<file path="config.mk">
export PLATFORM = sky130hd
export DESIGN_NAME = hub_port_config_regs
export DESIGN_NICKNAME = d
export VERILOG_FILES = /design/src/common/hub_cfg_pkg.sv /design/src/common/field_if.sv /design/src/design/strap_sync.sv /design/src/design/port_field_reg.sv /design/src/design/hub_port_config_regs.sv
export SDC_FILE = /design/constraint.sdc
export NUM_CORES = 1
export LEC_CHECK = 0
export BUFFER_PORTS_ARGS = -buffer_cell sky130_fd_sc_hd__buf_4
export CORE_MARGIN = 1
export CORE_UTILIZATION = 49
export DETAILED_ROUTE_END_ITERATION = 10
export PLACE_DENSITY_LB_ADDON = 0.25
export SLEW_MARGIN = 20
export SYNTH_ARGS = -nofsm -noshare
export SYNTH_HDL_FRONTEND = slang
export SYNTH_SLANG_ARGS = --single-unit
</file>
<file path="constraint.sdc">
create_clock -name clock_i -period 2.7 [get_ports clock_i]
set_clock_uncertainty 0.05 [all_clocks]
set_input_delay 0.135 -clock clock_i [delete_from_list [all_inputs] [get_ports clock_i]]
set_output_delay 0.135 -clock clock_i [all_outputs]
set_load 0.05 [all_outputs]
</file>
<file path="src/common/hub_cfg_pkg.sv">
// constants for the hub port configuration register bank
// assumes one byte-wide register space addressed by the configuration source
package hub_cfg_pkg;
	// ----------------------------------------------------------------
	// geometry
	// ----------------------------------------------------------------
	localparam int PORT_COUNT = 4;
	localparam int DATA_W = 8;
	localparam int ADDR_W = 8;
	localparam int FIELD_MSB = 3;
	localparam int FIELD_LSB = 0;
	localparam int CUSTOM_BIT = 7;
	localparam int RSVD_MSB = 6;
	localparam int RSVD_LSB = 4;
	localparam int UPPER_MSB = 7;
	localparam int UPPER_LSB = 4;

	// ----------------------------------------------------------------
	// register offsets
	// ----------------------------------------------------------------
	localparam logic [7:0] OFS_CHARGE = 8'h06;
	localparam logic [7:0] OFS_REMOVABLE = 8'h07;
	localparam logic [7:0] OFS_USED = 8'h08;

	// ----------------------------------------------------------------
	// reset values
	// ----------------------------------------------------------------
	localparam logic [3:0] RST_CHARGE = 4'h0;
	localparam logic [3:0] RST_REMOVABLE = 4'h0;
	localparam logic [3:0] RST_USED = 4'hF;
	localparam logic [3:0] RST_LEGACY = 4'h0;
	localparam logic RST_CUSTOM = 1'b0;
	localparam logic [7:0] RST_READ = 8'h00;

	// ----------------------------------------------------------------
	// timing: cycles the strap pins need through the synchroniser
	// ----------------------------------------------------------------
	localparam logic [1:0] STRAP_SETTLE = 2'h2;
endpackage : hub_cfg_pkg

</file>
<file path="src/common/field_if.sv">
// carrier between the bank and one gated four-bit port field
// assumes both ends share clock_i
`timescale 1ns/10ps
interface field_if;
	logic allow;
	logic wr;
	logic [hub_cfg_pkg::FIELD_MSB:0] wr_data;
	logic [hub_cfg_pkg::FIELD_MSB:0] otp;
	logic [hub_cfg_pkg::FIELD_MSB:0] value;
	modport field (input allow, input wr, input wr_data, input otp, output value);
	modport ctrl (output allow, output wr, output wr_data, output otp, input value);
endinterface : field_if

</file>
<file path="src/design/strap_sync.sv">
// two-flop synchroniser for the power control strap pins
// assumes the pins are quasi-static levels from outside the clock domain
`timescale 1ns/10ps
module strap_sync #(
	parameter int WIDTH = 4
) (
	input wire logic clock_i,
	input wire logic rstn_i,
	input wire logic [WIDTH-1:0] async_i,
	output logic [WIDTH-1:0] sync_o
);
	logic [WIDTH-1:0] meta_r;
	logic [WIDTH-1:0] meta_nxt;
	logic [WIDTH-1:0] stable_r;
	logic [WIDTH-1:0] stable_nxt;

	if (WIDTH < 1) begin : g_bad_width
		$error("strap_sync needs WIDTH of one or more");
	end

	always_comb begin
		meta_nxt = async_i;
		stable_nxt = meta_r;
	end

	always_ff @(posedge clock_i) begin
		if (!rstn_i) begin
			meta_r <= '0;
			stable_r <= '0;
		end else begin
			meta_r <= meta_nxt;
			stable_r <= stable_nxt;
		end
	end

	assign sync_o = stable_r;
endmodule : strap_sync

</file>
<file path="src/design/port_field_reg.sv">
// one four-bit port field that follows its otp value while locked
// assumes the bank drives allow from the custom write bit
`timescale 1ns/10ps
module port_field_reg #(
	parameter logic [3:0] RESET_VAL = 4'h0
) (
	input wire logic clock_i,
	input wire logic rstn_i,
	field_if.field bus
);
	logic [hub_cfg_pkg::FIELD_MSB:0] value_r;
	logic [hub_cfg_pkg::FIELD_MSB:0] value_nxt;

	// ----------------------------------------------------------------
	// next value
	// ----------------------------------------------------------------
	always_comb begin
		value_nxt = value_r;
		if (!bus.allow) begin
			value_nxt = bus.otp;
		end else if (bus.wr) begin
			value_nxt = bus.wr_data;
		end
	end

	always_ff @(posedge clock_i) begin
		if (!rstn_i) begin
			value_r <= RESET_VAL;
		end else begin
			value_r <= value_nxt;
		end
	end

	assign bus.value = value_r;

	a_locked_follows_otp: assert property (@(posedge clock_i) disable iff (!rstn_i)
		!bus.allow |=> bus.value == $past(bus.otp))
		else $error("locked field did not follow otp");
	a_open_keeps_value: assert property (@(posedge clock_i) disable iff (!rstn_i)
		bus.allow && !bus.wr |=> $stable(bus.value))
		else $error("open field changed without a write");
endmodule : port_field_reg

</file>
<file path="src/design/hub_port_config_regs.sv">
// configuration bank for the four downstream ports of the hub
// assumes one write/read port from the eeprom loader or smbus slave on clock_i,
// otp values valid and stable on clock_i, strap pins asynchronous
//
// Overview of operation
// - each charge bit enables battery charging on its port when one
// - bit 7 of the removable register gates writes to the port fields
// - with the custom bit clear, port fields are read-only and follow otp
// - with the custom bit set, port fields accept eeprom and smbus writes
// - one write may set the custom bit and new removable flags together
// - removable register bits 6 to 4 are read-only and read zero
// - removable bit n is port n+1; one removable, zero permanent
// - locked removable field reads as inverse of otp non-removable field
// - used bit one means port used and enabled, zero unused
// - used bit 0 is port 1, ascending up to port 4
// - used field ignores writes unless the custom bit is set
// - a set legacy-speed-only bit enables the port's usb2 side regardless
`timescale 1ns/10ps
module hub_port_config_regs #(
	parameter int PORT_COUNT = hub_cfg_pkg::PORT_COUNT
) (
	input wire logic clock_i,
	input wire logic rstn_i,
	input wire logic wr_en_i,
	input wire logic [7:0] wr_addr_i,
	input wire logic [7:0] wr_data_i,
	input wire logic rd_en_i,
	input wire logic [7:0] rd_addr_i,
	input wire logic legacy_wr_i,
	input wire logic [3:0] legacy_data_i,
	input wire logic [3:0] otp_non_removable_i,
	input wire logic [3:0] otp_used_i,
	input wire logic [3:0] otp_legacy_i,
	input wire logic [3:0] power_ctrl_strap_pins_i,
	output logic [7:0] rd_data_o,
	output logic rd_valid_o,
	output logic [3:0] charge_port_enable_bits_o,
	output logic custom_write_allow_o,
	output logic [3:0] removable_o,
	output logic [3:0] used_o,
	output logic [3:0] legacy_speed_only_flags_o,
	output logic [3:0] usb2_port_enable_o
);
	// ----------------------------------------------------------------
	// elaboration checks
	// ----------------------------------------------------------------
	// the byte layout holds exactly four port bits below the upper nibble
	if (PORT_COUNT != hub_cfg_pkg::PORT_COUNT) begin : g_bad_ports
		$error("hub_port_config_regs serves four ports only");
	end

	// ----------------------------------------------------------------
	// declarations
	// ----------------------------------------------------------------
	logic [3:0] strap_sync;
	logic [1:0] settle_r;
	logic [1:0] settle_nxt;
	logic loaded_r;
	logic loaded_nxt;
	logic [3:0] charge_r;
	logic [3:0] charge_nxt;
	logic custom_r;
	logic custom_nxt;
	logic [3:0] usb2_en_r;
	logic [3:0] usb2_en_nxt;
	logic [7:0] rd_data_r;
	logic [7:0] rd_data_nxt;
	logic rd_valid_r;
	logic rd_valid_nxt;
	logic wr_charge;
	logic wr_removable;
	logic wr_used;

	field_if rem_if ();
	field_if used_if ();
	field_if legacy_if ();

	// ----------------------------------------------------------------
	// write decode
	// ----------------------------------------------------------------
	assign wr_charge = wr_en_i && (wr_addr_i == hub_cfg_pkg::OFS_CHARGE);
	assign wr_removable = wr_en_i && (wr_addr_i == hub_cfg_pkg::OFS_REMOVABLE);
	assign wr_used = wr_en_i && (wr_addr_i == hub_cfg_pkg::OFS_USED);

	// ----------------------------------------------------------------
	// strap capture
	// ----------------------------------------------------------------
	// the pins are sampled only after the synchroniser has refilled
	// following reset, so stale flop contents never reach the field
	strap_sync #(
		.WIDTH(4)
	) u_strap_sync (
		.clock_i(clock_i),
		.rstn_i(rstn_i),
		.async_i(power_ctrl_strap_pins_i),
		.sync_o(strap_sync)
	);

	always_comb begin
		settle_nxt = settle_r;
		loaded_nxt = loaded_r;
		if (settle_r != hub_cfg_pkg::STRAP_SETTLE) begin
			settle_nxt = settle_r + 2'h1;
		end else begin
			loaded_nxt = 1'b1;
		end
	end

	always_ff @(posedge clock_i) begin
		if (!rstn_i) begin
			settle_r <= 2'h0;
			loaded_r <= 1'b0;
		end else begin
			settle_r <= settle_nxt;
			loaded_r <= loaded_nxt;
		end
	end

	// ----------------------------------------------------------------
	// charge enable field
	// ----------------------------------------------------------------
	// a write in the strap load cycle wins: software intent beats default
	always_comb begin
		charge_nxt = charge_r;
		if (settle_r == hub_cfg_pkg::STRAP_SETTLE && !loaded_r) begin
			charge_nxt = strap_sync;
		end
		if (wr_charge) begin
			charge_nxt = wr_data_i[hub_cfg_pkg::FIELD_MSB:hub_cfg_pkg::FIELD_LSB];
		end
	end

	always_ff @(posedge clock_i) begin
		if (!rstn_i) begin
			charge_r <= hub_cfg_pkg::RST_CHARGE;
		end else begin
			charge_r <= charge_nxt;
		end
	end

	// ----------------------------------------------------------------
	// custom write bit
	// ----------------------------------------------------------------
	always_comb begin
		custom_nxt = custom_r;
		if (wr_removable) begin
			custom_nxt = wr_data_i[hub_cfg_pkg::CUSTOM_BIT];
		end
	end

	always_ff @(posedge clock_i) begin
		if (!rstn_i) begin
			custom_r <= hub_cfg_pkg::RST_CUSTOM;
		end else begin
			custom_r <= custom_nxt;
		end
	end

	// ----------------------------------------------------------------
	// gated port fields
	// ----------------------------------------------------------------
	// allow uses the incoming custom bit so that one access can open
	// the field and carry its new flags
	assign rem_if.allow = custom_nxt;
	assign rem_if.wr = wr_removable;
	assign rem_if.wr_data = wr_data_i[hub_cfg_pkg::FIELD_MSB:hub_cfg_pkg::FIELD_LSB];
	assign rem_if.otp = ~otp_non_removable_i;

	assign used_if.allow = custom_nxt;
	assign used_if.wr = wr_used;
	assign used_if.wr_data = wr_data_i[hub_cfg_pkg::FIELD_MSB:hub_cfg_pkg::FIELD_LSB];
	assign used_if.otp = otp_used_i;

	assign legacy_if.allow = custom_nxt;
	assign legacy_if.wr = legacy_wr_i;
	assign legacy_if.wr_data = legacy_data_i;
	assign legacy_if.otp = otp_legacy_i;

	port_field_reg #(
		.RESET_VAL(hub_cfg_pkg::RST_REMOVABLE)
	) u_removable (
		.clock_i(clock_i),
		.rstn_i(rstn_i),
		.bus(rem_if.field)
	);

	port_field_reg #(
		.RESET_VAL(hub_cfg_pkg::RST_USED)
	) u_used (
		.clock_i(clock_i),
		.rstn_i(rstn_i),
		.bus(used_if.field)
	);

	port_field_reg #(
		.RESET_VAL(hub_cfg_pkg::RST_LEGACY)
	) u_legacy (
		.clock_i(clock_i),
		.rstn_i(rstn_i),
		.bus(legacy_if.field)
	);

	// ----------------------------------------------------------------
	// usb2 side enable
	// ----------------------------------------------------------------
	// registered from the held fields, so it lags them by one cycle
	always_comb begin
		usb2_en_nxt = used_if.value | legacy_if.value;
	end

	always_ff @(posedge clock_i) begin
		if (!rstn_i) begin
			usb2_en_r <= hub_cfg_pkg::RST_USED | hub_cfg_pkg::RST_LEGACY;
		end else begin
			usb2_en_r <= usb2_en_nxt;
		end
	end

	// ----------------------------------------------------------------
	// read path
	// ----------------------------------------------------------------
	always_comb begin
		rd_data_nxt = rd_data_r;
		rd_valid_nxt = rd_en_i;
		if (rd_en_i) begin
			case (rd_addr_i)
				hub_cfg_pkg::OFS_CHARGE: begin
					rd_data_nxt = {4'h0, charge_r};
				end
				hub_cfg_pkg::OFS_REMOVABLE: begin
					rd_data_nxt = {custom_r, 3'h0, rem_if.value};
				end
				hub_cfg_pkg::OFS_USED: begin
					rd_data_nxt = {4'h0, used_if.value};
				end
				default: begin
					rd_data_nxt = 8'h00;
				end
			endcase
		end
	end

	always_ff @(posedge clock_i) begin
		if (!rstn_i) begin
			rd_data_r <= hub_cfg_pkg::RST_READ;
			rd_valid_r <= 1'b0;
		end else begin
			rd_data_r <= rd_data_nxt;
			rd_valid_r <= rd_valid_nxt;
		end
	end

	// ----------------------------------------------------------------
	// outputs
	// ----------------------------------------------------------------
	assign rd_data_o = rd_data_r;
	assign rd_valid_o = rd_valid_r;
	assign charge_port_enable_bits_o = charge_r;
	assign custom_write_allow_o = custom_r;
	assign removable_o = rem_if.value;
	assign used_o = used_if.value;
	assign legacy_speed_only_flags_o = legacy_if.value;
	assign usb2_port_enable_o = usb2_en_r;

	// ----------------------------------------------------------------
	// checks
	// ----------------------------------------------------------------
	a_charge_write: assert property (@(posedge clock_i) disable iff (!rstn_i)
		wr_charge |=> charge_port_enable_bits_o == $past(wr_data_i[3:0]))
		else $error("charge field missed its write");
	a_custom_write: assert property (@(posedge clock_i) disable iff (!rstn_i)
		wr_removable |=> custom_write_allow_o == $past(wr_data_i[7]))
		else $error("custom bit missed its write");
	a_used_locked: assert property (@(posedge clock_i) disable iff (!rstn_i)
		!custom_write_allow_o && !wr_removable |=> used_o == $past(otp_used_i))
		else $error("locked used field left otp value");
	a_used_open: assert property (@(posedge clock_i) disable iff (!rstn_i)
		custom_write_allow_o && !wr_removable && wr_used
		|=> used_o == $past(wr_data_i[3:0]))
		else $error("open used field missed its write");
	a_same_access: assert property (@(posedge clock_i) disable iff (!rstn_i)
		wr_removable && wr_data_i[7]
		|=> custom_write_allow_o && removable_o == $past(wr_data_i[3:0]))
		else $error("custom bit and flags not taken together");
	a_rsvd_zero: assert property (@(posedge clock_i) disable iff (!rstn_i)
		rd_en_i && rd_addr_i == hub_cfg_pkg::OFS_REMOVABLE
		|=> rd_valid_o && rd_data_o[6:4] == 3'h0
		&& rd_data_o[3:0] == $past(removable_o))
		else $error("removable read wrong");
	a_removable_invert: assert property (@(posedge clock_i) disable iff (!rstn_i)
		!custom_write_allow_o && !wr_removable
		|=> removable_o == ~$past(otp_non_removable_i))
		else $error("locked removable is not otp inverse");
	a_used_read: assert property (@(posedge clock_i) disable iff (!rstn_i)
		rd_en_i && rd_addr_i == hub_cfg_pkg::OFS_USED
		|=> rd_data_o == {4'h0, $past(used_o)})
		else $error("used read wrong");
	a_usb2_override: assert property (@(posedge clock_i) disable iff (!rstn_i)
		##1 usb2_port_enable_o == ($past(used_o) | $past(legacy_speed_only_flags_o)))
		else $error("usb2 enable ignores legacy flag");
	a_used_reset: assert property (@(posedge clock_i) disable iff (!rstn_i)
		$rose(rstn_i) |-> used_o == 4'hF && rd_data_o == 8'h00)
		else $error("used field not all ones after reset");
	a_strap_load: assert property (@(posedge clock_i) disable iff (!rstn_i)
		$rose(rstn_i) ##2 !wr_charge
		|=> charge_port_enable_bits_o == $past(strap_sync))
		else $error("strap value not loaded");
endmodule : hub_port_config_regs

</file>
=== Yosys cells after proc, flatten, opt, wreduce, memory -nomap -nowiden ===
Index checks and enable logic that the tools add are counted.

* Add/sub/neg operators: 1
* Equality and inequality tests: 11
* Multiplexer cells: 10
* Bitwise logic cells: 2
* Reductions and logical operators: 6

{| class="wikitable"
|+ Operators with widths
! cell !! count
|-
| $eq A8 B3 Y1 const B || 4
|-
| $mux W4 || 8
|-
| $pmux W8 S3 || 1
|-
| $eq A8 B4 Y1 const B || 2
|-
| $ne A2 B2 Y1 const B || 4
|-
| $logic_and A1 B1 Y1 || 4
|-
| $not A4 Y4 || 1
|-
| $or A4 B4 Y4 || 1
|-
| $add A2 B1 Y2 const B || 1
|-
| $eq A2 B2 Y1 const B || 1
|-
| $reduce_bool A2 Y1 || 1
|-
| $logic_not A1 Y1 || 1
|-
| $mux W1 || 1
|}

* Flip-flop bits (word level): 41
* Input bits: 49
* Output and inout bits: 30
* Word-level logic and storage cells: 42

=== Longest topological paths before layout ===
Gate-level depths: netlist (run 1).

* Word-level depth: 4
* Mapped depth: 7
* Mapped depth without buffers: 6

=== Modules after synthesis ===
From an unflattened synthesis (run 1), not the netlist that was laid out.

* Cells, all modules: 162
* Area total of the unflattened synthesis: 1601.5 µm²

{| class="wikitable"
|+ Modules (own cells, without submodules)
! module !! instances !! cells an instance !! area an instance (µm²) !! seq. area each (µm²)
|-
| hub_port_config_regs || 1 || 94 || 883.3 || 360.3
|-
| port_field_reg (u_legacy ...) || 2 || 17 || 165.2 || 80.1
|-
| strap_sync || 1 || 16 || 210.2 || 160.2
|-
| port_field_reg (u_used) || 1 || 18 || 177.7 || 80.1
|}

=== Worst setup path before layout (run 1) ===
OpenSTA, ideal clock, no wires.

* Path kind: input -> register
* Start: input port wr_addr_i[3]
* End: register u_removable.value_r, in the netlist u_removable.bus.value[1]
* Library setup time: 69 ps
* Arrival: 1603 ps
* Data required time: 2581 ps
* Slack: 978 ps
* Cell stages on the path: 5
* Cells stage by stage: or4b_4 or3_1 buf_6 mux2_4 o21ai_1

* Word-level cells in the longest chain between the ends: 4
* Elaborated cells on any way between the ends: 5
* Classes of those cells: 2 x eq/ne; 2 x mux; 1 x reduce/logical

{| class="wikitable"
|+ RTL lines
! element !! RTL line !! RTL
|-
| from (decl) || hub_port_config_regs.sv:25 || <nowiki>input wire logic [7:0] wr_addr_i,</nowiki>
|-
| $eq A8 B3 Y1 * || hub_port_config_regs.sv:82 || <nowiki>assign wr_removable = wr_en_i && (wr_addr_i == hub_cfg_pkg::OFS_REMOVABLE);</nowiki>
|-
| $logic_and A1 B1 Y1 * || hub_port_config_regs.sv:82 ||
|-
| $mux W1 || hub_port_config_regs.sv:146 || <nowiki>if (wr_removable) begin</nowiki>
|-
| $ne A2 B2 Y1 (no line) / $mux W4 (equally long branches) || -- ||
|-
| to (signal assigned) || port_field_reg.sv:30 || <nowiki>value_r <= value_nxt;</nowiki>
|-
| to (decl) || port_field_reg.sv:11 || <nowiki>logic [hub_cfg_pkg::FIELD_MSB:0] value_r;</nowiki>
|}

Mark *: on every way between the ends. The rest lies on a longest branch, timed or not.
A chain may end at the register's enable or synchronous reset.

=== Worst setup path in the final report (run 1) ===
* Start: input port wr_addr_i[3]
* End: register u_used.value_r, in the netlist u_used.bus.value[0]

* Word-level cells in the longest chain between the ends: 4
* Elaborated cells on any way between the ends: 7
* Classes of those cells: 3 x eq/ne; 2 x mux; 2 x reduce/logical

{| class="wikitable"
|+ RTL lines
! element !! RTL line
|-
| $eq A8 B3 Y1 || hub_port_config_regs.sv:82
|-
| $logic_and A1 B1 Y1 || hub_port_config_regs.sv:82
|-
| $mux W1 || hub_port_config_regs.sv:146
|-
| $ne A2 B2 Y1 (no line) / $mux W4 (equally long branches) || --
|-
| to (signal assigned) || port_field_reg.sv:30
|-
| to (decl) || port_field_reg.sv:11
|}

Several ways; a longest one is shown, not always the timed one.

==> flow_summary.toml, run 1 <==
[outcome]
outcome = "finished clean"

[global_route]
grt_pass1_wl_um = 6270
first_global_vias = 1441
grt_max_degree = 44
antenna_found_initial = 0
gr-total-overflow = 0
grt_use_total_pct = 23.5

[yosys]
synth-edff-count = 0
ys_seq_area_share_pct = 44.7
synth_compound_area_share_pct = 19.5
synth-seq-cells = 38
yosys_warnings = 0
synth_top_family_by_area = "compound AO/OA/AOI/OAI gates"
synthSimpleGateAreaFrac_pct = 17.3
yosys.area_share.adder_pct = 0.735
muxShareOfSynthArea_pct = 9.11
synthCells = 180
synth.avg_cell_area_um2 = 9.46
synth_cell_types = 41
yosys_most_used_dff = "dfxtp_1"
synth-xor-area-share_pct = 0.514
synthArstFlopShare_pct = 0
netlist_area_um2 = 1700

[floorplan]
die_area_um2 = 3710
start_util_pct = 51.0
die_y_um = 61.0
core.rowCount = 21
die_w_um = 61.0
io_pins = 79
core_um2 = 3340

[drt]
antenna_left = 0
drtIter0Drc = 56
drc = 0
vias = 1635
routedWlPerCell_um = 13.6
routed_via_density = 5.24
routed_wl_um = 4240
drtPass1Iterations = 4

[cells_and_area]
nFillCells = 250
areaGrowthSynthToFinish_pct = 48.7
num-nets-final = 315
seq_area_um2 = 761
layout_commonest_cell = "buf_4"
drive_gt1_share_pct = 35.0
layout_common_cells = "buf_4, dfxtp_1, dlygate4sd3_1, inv_1, and2_1"
num_antenna_cells = 0
multiInputGateArea_um2 = 815

[timing]
setup_viol = 0
max_freq_ghz = 0.608
fin_crit_ps = 1640
timing.hold.ws_ps = 6.93
slew_headroom_pct = 47.3
worst_slack_ps = 1060
drv_slew = 0
hold_viol = 0
fin_tns_setup_ps = 0
worstMarginPinSlew_ps = 779
rsz0062_at_grt = "no"
fin_crit_sh_pct = 60.9

[power]
p_per_area_nw_per_um2 = 561
switching_share_pct = 25.7
ir_worst_vdd_v = 0.000412
intPower_w = 0.00106
switchingPower_w = 0.000365
p_leak_nw = 1.18
combPwrFrac_pct = 20.5
p_clk_share_pct = 35.6
p_seq_share_pct = 43.9

[clock_tree]
htree_levels = 2
path_clk_slew_ps = 120
numCtsBuffers = 5
clk_path_buf_depth = 2
clockRootBuffer = "clkbuf_4"
worstSkewPairLatency_ps = 360
cts_resized = 0
numClockSinks = 38
cts_hold_buffers = 18
cts_tree = "done"
cts_setup_buffers = 0

[critical_path]
endpoint = "u_used.bus.value[0]"
reg2regPathDepth = 6
timing.rr.end = "charge_port_enable_bits_o[1]"
critPathKind = "input pin to flip-flop"
worst-path-max-fanout = 11
rrSetupSlack_ps = 1100
path_cells = "buf_4, or4b_4, o31a_2, nor2_1, a31oi_1"
slowest_delay_ps = 560
start_kind = "input pin"
cp.required_ps = 2890
reg2reg_from = "settle_r[0]"
crit_path_start = "wr_addr_i[3]"
arrival_ps = 1830
cp-end-kind = "flip-flop"
worst_path_max_delay_cell = "or4b_4"

[place]
pre_cts_ws_ps = 653
port_buffers = 72
gp_congestion = 0.786
dp_hpwl_um = 3000

[flow_run]
drv_cap = 0

[worst_hold_path]
hp-start = "wr_data_i[2]"
min_path_type = "input pin to flip-flop"
## layout make-up
class	count	share of cell area, %
inverter	16	2.37
timing repair buffer	91	28.8
clock inverter	2	2.37
multi-input combinational	113	32.2
clock buffer	6	2.03
tap	46	2.27
sequential	38	30.0
## through the flow
stage          instance area (µm²)  utilization [%]  instances  total power, W
3_3_place_gp                  2240             67.2        286        0.000900
4_1_cts                       2530             75.9        312         0.00142
3_5_place_dp                  2240             67.2        286        0.000905
2_1_floorplan                 1710                -        182        0.000812
5_1_grt                       2530             75.9        312         0.00148
6_report                      2530             75.9        312         0.00142
## power by group through the flow
stage | combinational [W] | sequential (W) | clock, W
2_1_floorplan | 0.000128 | 0.000684 | 0
3_3_place_gp | 0.000266 | 0.000634 | 0
3_5_place_dp | 0.000269 | 0.000636 | 0
4_1_cts | 0.000291 | 0.000623 | 0.000510
5_1_grt | 0.000313 | 0.000630 | 0.000536
6_report | 0.000291 | 0.000623 | 0.000506
## cells in the mapped netlist (all sizes together) (5+ instances only)
cell / number / area, µm²
and2: 16 / 100
buf: 6 / 41.3
nand2: 11 / 41.3
clkbuf: 9 / 33.8
o21ai: 7 / 35.0
dfxtp: 38 / 761
mux2i: 8 / 80.1
nor2: 7 / 26.3
o22ai: 5 / 31.3
mux2: 6 / 75.1
inv: 16 / 60.1
## layer usage
layer	wire length (µm)	track usage [%]	vias to the layer above
li1	-	-	815
met1	1790	28.0	750
met2	2120	40.3	62
met3	254	5.12	8
met4	68	10.7	0
met5	0	0	-
## cell families (layout without fill, tap and decap cells)
kind of cell | count (synthesis) | count (layout)
buffers and inverters | 31 | 115
and+or+nand+nor | 50 | 50
adders and majority gates | 1 | 1
DFF | 38 | 38
AOI/OAI and AO/OA | 44 | 44
muxes | 14 | 14
other | 1 | 3
xor gates and xnor gates | 1 | 1
## flip-flops by register name, summed over array words and instances (netlist names)
name,cells
rd_data_o,5
charge_port_enable_bits_o,4
u_legacy.bus.value,4
u_removable.bus.value,4
u_strap_sync.meta_r,4
u_strap_sync.sync_o,4
u_used.bus.value,4
usb2_port_enable_o,4
settle_r,2
custom_write_allow_o,1
loaded_r,1
rd_valid_o,1
## worst max-delay path, delay by kind of cell
family	cells	cell delay [ps]
buffers and inverters	1	110
and+or+nand+nor	2	990
AOI/OAI and AO/OA	2	590
## how the worst min path moves through the flow
stage                                         endpoint  slack (ps)  depth (start not counted)
after floorplan               u_removable.bus.value[2]         180                          1
after global placement        u_removable.bus.value[3]         260                          2
after detailed placement      u_removable.bus.value[3]         270                          2
after CTS                 charge_port_enable_bits_o[2]           7                          2
after global routing      charge_port_enable_bits_o[2]           3                          2
final                     charge_port_enable_bits_o[2]           7                          2
Power figures use the tool's default switching activity.
==> run 2, diff against run 1 <==
CORE_UTILIZATION = 41   (was 49)
clock period = 1.5 ns   (was 2.7 ns; I/O delays follow)
==> flow_summary.toml, run 2 (same netlist as run 1, synthesis figures left out) <==
[outcome]
outcome = "finished clean"

[critical_path]
cp.required_ps = 1610
critPathKind = "input pin to flip-flop"
arrival_ps = 1610
worst-path-max-fanout = 4
start_kind = "input pin"
cp-end-kind = "flip-flop"

[cells_and_area]
num_antenna_cells = 0
nFillCells = 354
areaGrowthSynthToFinish_pct = 54.7
drive_gt1_share_pct = 41.1
fin_area_um2 = 2630
num-nets-final = 324
layout_commonest_cell = "buf_4"
layout_common_cells = "buf_4, dfxtp_1, inv_1, and2_1, dlygate4sd3_1"
largest_reg_flops = 5
fin_util_pct = 65.8

[clock_tree]
htree_levels = 2
numCtsBuffers = 5
numClockSinks = 38
clockRootBuffer = "clkbuf_8"
path_clk_slew_ps = 80
cts_tree = "done"
clk_path_buf_depth = 2
worstSkewPairLatency_ps = 280

[timing]
drv_slew = 0
worst_slack_ps = 3.72
fin_crit_ps = 1500
max_freq_ghz = 0.668
rsz0062_at_grt = "yes"
setup_viol = 0
hold_viol = 0
fin_crit_sh_pct = 99.8

[floorplan]
core.rowCount = 23
die_y_um = 66.4
core_um2 = 4000
die_area_um2 = 4410
start_util_pct = 42.6
io_pins = 79
die_w_um = 66.4

[place]
port_buffers = 72
dp_hpwl_um = 3250
gp_congestion = 0.763
pre_cts_ws_ps = -331
place_area_um2 = 2350

[drt]
drc = 0
routed_via_density = 5.13
vias = 1667
drtPass1Iterations = 4
routedWlPerCell_um = 13.6
drtIter0Drc = 34
antenna_left = 0
routed_wl_um = 4430

[power]
p_per_area_nw_per_um2 = 913
p_leak_nw = 1.22
ir_worst_vdd_v = 0.000621
fin_total_pwr_w = 0.00240

[global_route]
grt_pass1_wl_um = 7000
first_global_vias = 1598
grt_use_total_pct = 21.4
gr-total-overflow = 0
grt_max_degree = 30
antenna_found_initial = 0

[worst_hold_path]
min_path_type = "input pin to flip-flop"

[flow_run]
drv_cap = 0
## run 2: where the power goes
part | total [W] | switching (W) | leakage [nW] | internal (W)
Clock | 0.000724 | 0.000354 | 0.0472 | 0.000369
Combinational | 0.000558 | 0.000278 | 0.863 | 0.000281
Sequential | 0.00112 | 0.0000441 | 0.313 | 0.00108
## run 2: final cells by class
type	count	area [µm²]	area share (%)
clock inverters	2	12.5	0.475
inverters	16	60.1	2.28
multi-input cells	113	870	33.0
flip-flops and latches	38	761	28.9
well taps	50	62.6	2.38
repair buffers	100	786	29.8
clock buffers	6	82.6	3.14
## run 2: final timing paths
path                                        startpoint                           end  slack [ps]  depth (start not counted)
worst max-delay path                      wr_addr_i[0]           u_used.bus.value[3]           4                          5
worst min register to register  u_strap_sync.meta_r[3]        u_strap_sync.sync_o[3]         380                          1
worst max register to register             settle_r[0]  charge_port_enable_bits_o[1]         160                          7
worst min-delay path                      wr_data_i[2]  charge_port_enable_bits_o[2]           4                          2
## run 2: critical path: stages
cell      delay, ps
buf_4           110
or4b_2          690
or3_4           390
a221oi_1        270
a31oi_1          70
## run 2: repair_timing
item,4_1_cts,5_1_grt
buffers inserted,0,0
hold buffers,13,1
setup endpoints to repair,6,6
endpoints found under the hold margin,13,1
resized for setup,3,5
## run 2: routing by layer
metal / track usage [%] / vias up / share of wire [%]
li1: - / 827 / -
met1: 24.3 / 780 / 44
met2: 39.2 / 58 / 50
met3: 5.17 / 2 / 5.7
met4: 6.38 / 0 / 0.68
met5: 0 / - / 0
## run 2: metrics by stage
stage | setup TNS (ps) | hold WS, ps | instances
after floorplan | -1640 | 116 | 182
after detailed placement | -4740 | 208 | 303
final | 0 | 3.56 | 325
after global routing | 0 | 2.09 | 325
after global placement | -4460 | 214 | 303
after CTS | 0 | 2.05 | 324
